File: src/design/t2crc_pkg.sv
// Package with register map, field layout and timing constants of the timer 2 block
package t2crc_pkg;
    localparam logic [7:0] CONTROL_OFS = 8'hC8;
    localparam logic [7:0] MODE_OFS = 8'hCC;
    localparam logic [7:0] CAP_LOW_OFS = 8'hD0;
    localparam logic [7:0] CAP_HIGH_OFS = 8'hD4;
    localparam logic [7:0] COUNT_LOW_OFS = 8'hD8;
    localparam logic [7:0] COUNT_HIGH_OFS = 8'hDC;

    localparam logic [7:0] CONTROL_RST = 8'h00;
    localparam logic [7:0] CAP_RST = 8'h00;
    localparam logic [7:0] COUNT_RST = 8'h00;
    localparam logic MODE_UPDOWN_RST = 1'b0;

    localparam int MODE_UPDOWN_BIT = 0;
    localparam logic [15:0] COUNT_MAX = 16'hFFFF;

    // Core clock cycles per internal timing tick
    localparam int TICK_DIV = 12;
    localparam logic [3:0] TICK_LAST = 4'(TICK_DIV - 1);

    localparam int PIN_COUNT = 0;
    localparam int PIN_TRIGGER = 1;
    localparam int PIN_NUM = 2;

    localparam logic [1:0] SERIAL_MODE1 = 2'h1;
    localparam logic [1:0] SERIAL_MODE3 = 2'h3;

    typedef struct packed {
        logic overflow_flag;
        logic external_event_flag;
        logic receive_clock_select;
        logic transmit_clock_select;
        logic external_trigger_enable;
        logic run_control;
        logic counter_select;
        logic capture_reload_select;
    } t2crc_ctrl_t;

    typedef struct packed {
        logic [7:0] high;
        logic [7:0] low;
    } t2crc_word_t;
endpackage

File: src/design/t2crc_top.sv
// Timer 2 capture/reload control block with APB register slave
//
// The APB interface to the registers was decided locally.
`timescale 1ns/1ps
`default_nettype none

module t2crc_top (
    input wire logic clk_sys,
    input wire logic nrst,
    input wire logic psel,
    input wire logic penable,
    input wire logic pwrite,
    input wire logic [7:0] paddr,
    input wire logic [31:0] pwdata,
    input wire logic [3:0] pstrb,
    output logic [31:0] prdata,
    output logic pready,
    output logic pslverr,
    input wire logic count_input_pin,
    input wire logic trigger_pin,
    input wire logic timer_irq_enable,
    input wire logic other_timer_overflow,
    input wire logic [1:0] serial_mode,
    output logic timer_irq,
    output logic rx_baud_pulse,
    output logic tx_baud_pulse
);

    // Shared register decode
    function automatic logic reg_hit(
        input logic [7:0] addr,
        input logic [7:0] ofs
    );
        reg_hit = (addr == ofs);
    endfunction

    t2crc_pkg::t2crc_ctrl_t ctrl;
    logic updown_enable;
    t2crc_pkg::t2crc_word_t cap;
    t2crc_pkg::t2crc_word_t count;

    logic [t2crc_pkg::PIN_NUM-1:0] pin_raw;
    logic [t2crc_pkg::PIN_NUM-1:0] pin_meta;
    logic [t2crc_pkg::PIN_NUM-1:0] pin_sync;
    logic [t2crc_pkg::PIN_NUM-1:0] pin_prev;
    logic [t2crc_pkg::PIN_NUM-1:0] pin_fall;

    logic [3:0] tick_cnt;
    logic tick;

    logic setup_phase;
    logic access_done;
    logic wr_en;
    logic mapped;
    logic [31:0] next_prdata;

    logic wr_control;
    logic wr_mode;
    logic wr_cap_low;
    logic wr_cap_high;
    logic wr_count_low;
    logic wr_count_high;

    logic serial_clocking;
    logic capture_mode;
    logic count_step;
    logic overflow;
    logic trigger_event;
    logic do_capture;
    logic do_reload;
    logic set_overflow_flag;
    logic set_event_flag;
    logic serial_mode_uses_timer;
    logic next_timer_irq;

    // Both pins arrive from outside, hence a two-flop synchroniser each
    assign pin_raw[t2crc_pkg::PIN_COUNT] = count_input_pin;
    assign pin_raw[t2crc_pkg::PIN_TRIGGER] = trigger_pin;

    genvar gi;
    generate
        for (gi = 0; gi < t2crc_pkg::PIN_NUM; gi++) begin : g_pin
            always_ff @(posedge clk_sys or negedge nrst) begin
                if (!nrst) begin
                    pin_meta[gi] <= 1'b1;
                    pin_sync[gi] <= 1'b1;
                    pin_prev[gi] <= 1'b1;
                end else begin
                    pin_meta[gi] <= pin_raw[gi];
                    pin_sync[gi] <= pin_meta[gi];
                    pin_prev[gi] <= pin_sync[gi];
                end
            end
            assign pin_fall[gi] = pin_prev[gi] & ~pin_sync[gi];
        end
    endgenerate

    // Internal timing tick, one per machine cycle
    always_ff @(posedge clk_sys or negedge nrst) begin
        if (!nrst) begin
            tick_cnt <= 4'h0;
        end else if (tick_cnt == t2crc_pkg::TICK_LAST) begin
            tick_cnt <= 4'h0;
        end else begin
            tick_cnt <= tick_cnt + 4'h1;
        end
    end

    assign tick = (tick_cnt == t2crc_pkg::TICK_LAST);

    // APB slave: answer in the first access cycle, no wait states
    assign setup_phase = psel & ~penable;
    assign access_done = psel & penable & pready;
    assign wr_en = access_done & pwrite & pstrb[0];

    assign mapped = reg_hit(paddr, t2crc_pkg::CONTROL_OFS)
        | reg_hit(paddr, t2crc_pkg::MODE_OFS)
        | reg_hit(paddr, t2crc_pkg::CAP_LOW_OFS)
        | reg_hit(paddr, t2crc_pkg::CAP_HIGH_OFS)
        | reg_hit(paddr, t2crc_pkg::COUNT_LOW_OFS)
        | reg_hit(paddr, t2crc_pkg::COUNT_HIGH_OFS);

    assign wr_control = wr_en & reg_hit(paddr, t2crc_pkg::CONTROL_OFS);
    assign wr_mode = wr_en & reg_hit(paddr, t2crc_pkg::MODE_OFS);
    assign wr_cap_low = wr_en & reg_hit(paddr, t2crc_pkg::CAP_LOW_OFS);
    assign wr_cap_high = wr_en & reg_hit(paddr, t2crc_pkg::CAP_HIGH_OFS);
    assign wr_count_low = wr_en & reg_hit(paddr, t2crc_pkg::COUNT_LOW_OFS);
    assign wr_count_high = wr_en & reg_hit(paddr, t2crc_pkg::COUNT_HIGH_OFS);

    always_comb begin
        next_prdata = 32'h0000_0000;
        if (reg_hit(paddr, t2crc_pkg::CONTROL_OFS)) begin
            next_prdata[7:0] = ctrl;
        end else if (reg_hit(paddr, t2crc_pkg::MODE_OFS)) begin
            next_prdata[t2crc_pkg::MODE_UPDOWN_BIT] = updown_enable;
        end else if (reg_hit(paddr, t2crc_pkg::CAP_LOW_OFS)) begin
            next_prdata[7:0] = cap.low;
        end else if (reg_hit(paddr, t2crc_pkg::CAP_HIGH_OFS)) begin
            next_prdata[7:0] = cap.high;
        end else if (reg_hit(paddr, t2crc_pkg::COUNT_LOW_OFS)) begin
            next_prdata[7:0] = count.low;
        end else if (reg_hit(paddr, t2crc_pkg::COUNT_HIGH_OFS)) begin
            next_prdata[7:0] = count.high;
        end
    end

    always_ff @(posedge clk_sys or negedge nrst) begin
        if (!nrst) begin
            pready <= 1'b0;
        end else begin
            pready <= setup_phase;
        end
    end

    always_ff @(posedge clk_sys or negedge nrst) begin
        if (!nrst) begin
            prdata <= 32'h0000_0000;
            pslverr <= 1'b0;
        end else if (setup_phase) begin
            prdata <= pwrite ? 32'h0000_0000 : next_prdata;
            pslverr <= ~mapped;
        end else begin
            prdata <= 32'h0000_0000;
            pslverr <= 1'b0;
        end
    end

    // Timer event decode
    assign serial_clocking = ctrl.receive_clock_select | ctrl.transmit_clock_select;
    assign capture_mode = ctrl.capture_reload_select & ~serial_clocking;

    assign count_step = ctrl.run_control
        & (ctrl.counter_select ? pin_fall[t2crc_pkg::PIN_COUNT] : tick);

    assign overflow = count_step & (count == t2crc_pkg::COUNT_MAX);

    assign trigger_event = ctrl.external_trigger_enable
        & pin_fall[t2crc_pkg::PIN_TRIGGER]
        & ~serial_clocking;

    assign do_capture = trigger_event & capture_mode;
    assign do_reload = ~capture_mode & (overflow | trigger_event);

    assign set_overflow_flag = overflow & ~serial_clocking;
    assign set_event_flag = trigger_event;

    // Control register; flags take a hardware set over a software clear
    always_ff @(posedge clk_sys or negedge nrst) begin
        if (!nrst) begin
            ctrl <= t2crc_pkg::CONTROL_RST;
        end else if (wr_control) begin
            ctrl <= pwdata[7:0];
            if (set_overflow_flag) begin
                ctrl.overflow_flag <= 1'b1;
            end
            if (set_event_flag) begin
                ctrl.external_event_flag <= 1'b1;
            end
        end else begin
            if (set_overflow_flag) begin
                ctrl.overflow_flag <= 1'b1;
            end
            if (set_event_flag) begin
                ctrl.external_event_flag <= 1'b1;
            end
        end
    end

    always_ff @(posedge clk_sys or negedge nrst) begin
        if (!nrst) begin
            updown_enable <= t2crc_pkg::MODE_UPDOWN_RST;
        end else if (wr_mode) begin
            updown_enable <= pwdata[t2crc_pkg::MODE_UPDOWN_BIT];
        end
    end

    // Capture/reload pair; a capture outranks a software write
    always_ff @(posedge clk_sys or negedge nrst) begin
        if (!nrst) begin
            cap <= {t2crc_pkg::CAP_RST, t2crc_pkg::CAP_RST};
        end else if (do_capture) begin
            cap <= count;
        end else begin
            if (wr_cap_low) begin
                cap.low <= pwdata[7:0];
            end
            if (wr_cap_high) begin
                cap.high <= pwdata[7:0];
            end
        end
    end

    // Count register; software writes outrank hardware so a preset is never lost
    always_ff @(posedge clk_sys or negedge nrst) begin
        if (!nrst) begin
            count <= {t2crc_pkg::COUNT_RST, t2crc_pkg::COUNT_RST};
        end else if (wr_count_low | wr_count_high) begin
            if (wr_count_low) begin
                count.low <= pwdata[7:0];
            end
            if (wr_count_high) begin
                count.high <= pwdata[7:0];
            end
        end else if (do_reload) begin
            count <= cap;
        end else if (count_step) begin
            count <= count + 16'h0001;
        end
    end

    // Interrupt request and serial baud pulses
    assign next_timer_irq = timer_irq_enable
        & (ctrl.overflow_flag
        | (ctrl.external_event_flag & ~updown_enable));

    assign serial_mode_uses_timer = (serial_mode == t2crc_pkg::SERIAL_MODE1)
        | (serial_mode == t2crc_pkg::SERIAL_MODE3);

    always_ff @(posedge clk_sys or negedge nrst) begin
        if (!nrst) begin
            timer_irq <= 1'b0;
        end else begin
            timer_irq <= next_timer_irq;
        end
    end

    always_ff @(posedge clk_sys or negedge nrst) begin
        if (!nrst) begin
            rx_baud_pulse <= 1'b0;
        end else if (ctrl.receive_clock_select & serial_mode_uses_timer) begin
            rx_baud_pulse <= overflow;
        end else begin
            rx_baud_pulse <= other_timer_overflow;
        end
    end

    always_ff @(posedge clk_sys or negedge nrst) begin
        if (!nrst) begin
            tx_baud_pulse <= 1'b0;
        end else if (ctrl.transmit_clock_select & serial_mode_uses_timer) begin
            tx_baud_pulse <= overflow;
        end else begin
            tx_baud_pulse <= other_timer_overflow;
        end
    end

endmodule

`default_nettype wire

File: config.mk
export PLATFORM = sky130hd
export DESIGN_NAME = t2crc_top
export DESIGN_NICKNAME = d
export VERILOG_FILES = /design/src/design/t2crc_pkg.sv /design/src/design/t2crc_top.sv
export SDC_FILE = /design/constraint.sdc
export NUM_CORES = 1
export LEC_CHECK = 0
export BUFFER_PORTS_ARGS = -buffer_cell sky130_fd_sc_hd__buf_2
export CAP_MARGIN = 20
export CELL_PAD_IN_SITES_DETAIL_PLACEMENT = 0
export CELL_PAD_IN_SITES_GLOBAL_PLACEMENT = 1
export CORE_MARGIN = 5
export CORE_UTILIZATION = 44
export CTS_CLUSTER_DIAMETER = 50
export DETAILED_ROUTE_END_ITERATION = 7
export GPL_ROUTABILITY_DRIVEN = 0
export GPL_TIMING_DRIVEN = 0
export PLACE_DENSITY_LB_ADDON = 0.1
export SYNTH_ARGS = -nofsm -noshare
export SYNTH_HDL_FRONTEND = slang
export SYNTH_SLANG_ARGS = --single-unit
File: constraint.sdc
create_clock -name clk_sys -period 4.9 [get_ports clk_sys]
set_input_delay 0.735 -clock clk_sys [delete_from_list [all_inputs] [get_ports clk_sys]]
set_output_delay 0.735 -clock clk_sys [all_outputs]
set_load 0.1 [all_outputs]
==> results.json <==
{
  "htreeDepth": 3,
  "worst_pin_slew_ns": 0.845,
  "area_growth_pct": 15.9,
  "clock_sinks": 64,
  "synth_commonest_cells": "dfrtp_1 (58), nor2_1 (52), a21oi_1 (39)",
  "min_period_ns": 2.74,
  "cts_resized": 0,
  "cts_made_buffers": 9,
  "firstDrtPassIters": 5,
  "synth.largest_area_cell": "dfrtp_1",
  "fin_nets": 536,
  "die_h_um": 103,
  "hold_end": "pin_sync[0]",
  "synth.cell_area_mm2": 0.00381,
  "worstSkewPairLatency_ns": 0.35,
  "core_area_mm2": 0.00859,
  "reg2reg_depth": 7,
  "synth_top_flop_cell": "dfrtp_1",
  "worstPathArrival_ns": 2.99,
  "ant_nets": 0,
  "final-setup-viol-count": 0,
  "synth_seq_cells": 64,
  "via_per_inst": 5.56,
  "combPwrFrac_pct": 20.9,
  "rsz0062_at_grt": "no",
  "dp.cells": 575,
  "nFillCells": 836,
  "intPower_mw": 0.861,
  "route.vias.total": 3290,
  "grt_use_total_pct": 22.2,
  "yosys_warnings": 0,
  "post_cts_buffers": 0,
  "synth-edff-count": 0,
  "maxSlewHeadroom_pct": 43.2,
  "drt-wirelength-per-cell_um": 18.9,
  "skew_ns": 0.00762,
  "setup_tns_ns": 0,
  "synth_cell_types": 60,
  "globalRouteMet2Util_pct": 32.3,
  "grt_max_degree": 65,
  "post-synth-top-count-cell": "dfrtp_1",
  "io_buffers": 37,
  "synth_area_leaders": "dfrtp_1 (38%), mux2i_1 (8.1%), a21oi_1 (5.1%)",
  "peakVddDrop_uv": 124,
  "first_global_vias": 3171,
  "clkPwrFrac_pct": 36.2,
  "worstSetupPathType": "flip-flop to flip-flop",
  "r2r-start": "count[0]",
  "critPathRequiredTime_ns": 5.15,
  "switchingPower_mw": 0.419,
  "p_leak_nw": 2.01,
  "cp-end-kind": "flip-flop",
  "outcome": "finished, final reports clean",
  "drc": 0,
  "hold_depth": 0,
  "synth_cells": 407,
  "initial_utilization_pct": 44.4,
  "hpwlAfterDp_mm": 8.12,
  "reg2reg_slack_ns": 2.16,
  "ys_seq_area_share_pct": 42.2,
  "drive_gt1_share_pct": 24.2,
  "crit_path_start_kind": "flip-flop",
  "grt_pass1_wl_mm": 17.5,
  "drtIter0Drc": 279,
  "clk_path_buf_depth": 2,
  "hold_class": "flip-flop to flip-flop",
  "routed_wl_mm": 11.2,
  "rows": 34,
  "min_from": "pin_meta[0]",
  "io_pins": 92,
  "grt-busiest-layer": "met2",
  "n_antenna_cell": 0,
  "yosys.area.top_type_share_pct": 38.0,
  "fmax_mhz": 365,
  "dieArea_mm2": 0.0106,
  "use_met1_pct": 31.9,
  "cts_root_buf": "clkbuf_8",
  "fin_cells": 592,
  "die_x_um": 103,
  "clkSlewWorstSetupHoldPaths_ns": 0.07,
  "swShare_pct": 32.7,
  "cts_hold_buf": 0,
  "gr-total-overflow": 0,
  "cp_max_fo": 9,
  "async_reset_ff_share_pct": 100,
  "p_per_area_mw_per_mm2": 289,
  "pwr-share-seq_pct": 42.9,
  "slew_viol_final": 0,
  "hold_violations": 0,
  "use_met3_pct": 3.72,
  "timing.rr.end": "count[14]",
  "max-cap-violations": 0,
  "cts_tree": "built",
  "period_share_pct": 55.9,
  "avgSynthCellArea_um2": 9.37,
  "antenna_found_initial": 0
}
==> worst max-delay path, cell delays in order (launching register included) <==
cell	delay, ns
dfrtp_1	0.53
ha_1	0.35
nand3_1	0.17
nor2_1	0.33
nand4_2	0.25
a21oi_2	0.59
a2111oi_0	0.16
a211oi_1	0.26
==> layout make-up <==
class	count	area [um^2]	area share (%)
Timing Repair Buffer	38	195	4.41
Sequential cell	64	1610	36.4
Inverter	16	60.1	1.36
Clock inverter	4	45.0	1.02
Tap cell	108	135	3.06
Multi-Input combinational cell	309	1970	44.7
Clock buffer	12	145	3.28
Buffer	41	258	5.83
==> cell families (layout without fill, tap and decap cells) <==
kind of cell / count (synthesis) / count (layout) / synth area share, %
AOI/OAI and AO/OA: 87 / 87 / 15.4
xor gates and xnor gates: 12 / 12 / 2.75
adders and majority gates: 2 / 2 / 0.656
buffers and inverters: 57 / 111 / 8.33
DFF: 64 / 64 / 42.2
muxes: 42 / 42 / 12.0
other: 1 / 24 / 0.0983
and+or+nand+nor: 142 / 142 / 18.6
==> layer usage <==
layer / wire [um] / vias up / share of wire, %
li1: - / 1539 / -
met5: 0 / - / 0
met1: 4990 / 1588 / 45
met2: 4920 / 136 / 44
met4: 445 / 0 / 4.0
met3: 830 / 27 / 7.4
==> worst max-delay path by stage <==
stage | from | to
detailed placement | paddr[1] | ctrl[2]
global placement | paddr[1] | count[10]
global route | count[0] | count[14]
finish | count[0] | count[14]
floorplan | pready | ctrl[1]
CTS | count[0] | count[10]
==> power by group through the flow <==
stage | combinational (mW) | sequential, mW | clock [mW]
after detailed placement | 0.266 | 0.558 | 0
after global placement | 0.263 | 0.558 | 0
after CTS | 0.268 | 0.548 | 0.468
final | 0.268 | 0.549 | 0.463
after global routing | 0.290 | 0.550 | 0.492
after floorplan | 0.193 | 0.572 | 0
==> placed cells by master, fill, tap and decap left out, drive strengths merged, types with 3 or more instances in the layout <==
cell type,instances
nand3,12
nand2,36
clkbuf,16
mux2,9
a21oi,40
buf,75
o22a,9
nand4,6
o211ai,4
xor2,6
mux2i,31
o21ai,7
xnor2,6
o22ai,3
dfrtp,58
o221ai,3
inv,16
a31oi,3
dfstp,6
nor3,8
and3,3
nor2,53
nor4,3
or3,3
nand2b,3
clkinv,3
conb,24
and4,3
nor2b,3
==> metrics by stage <==
stage | hold WS (ns) | utilization (%) | setup WS [ns] | power (mW) | instance area [um^2]
2_1_floorplan | 0.345 | - | 2.39 | 0.766 | 3900
3_3_place_gp | 0.345 | 49.1 | 2.09 | 0.821 | 4220
3_5_place_dp | 0.347 | 49.2 | 2.08 | 0.824 | 4220
4_1_cts | 0.357 | 51.4 | 2.23 | 1.28 | 4410
5_1_grt | 0.365 | 51.5 | 2.04 | 1.33 | 4420
6_report | 0.356 | 51.5 | 2.16 | 1.28 | 4420
==> registers in the layout, summed over array words and instances, names as in the netlist, 2 cells and up <==
| name | count |
|---|---|
| pin_meta | 2 |
| count | 16 |
| cap | 16 |
| ctrl | 8 |
| prdata | 8 |
| pin_sync | 2 |
| pin_prev | 2 |
| tick_cnt | 4 |
(Power assumes the default switching activity.)
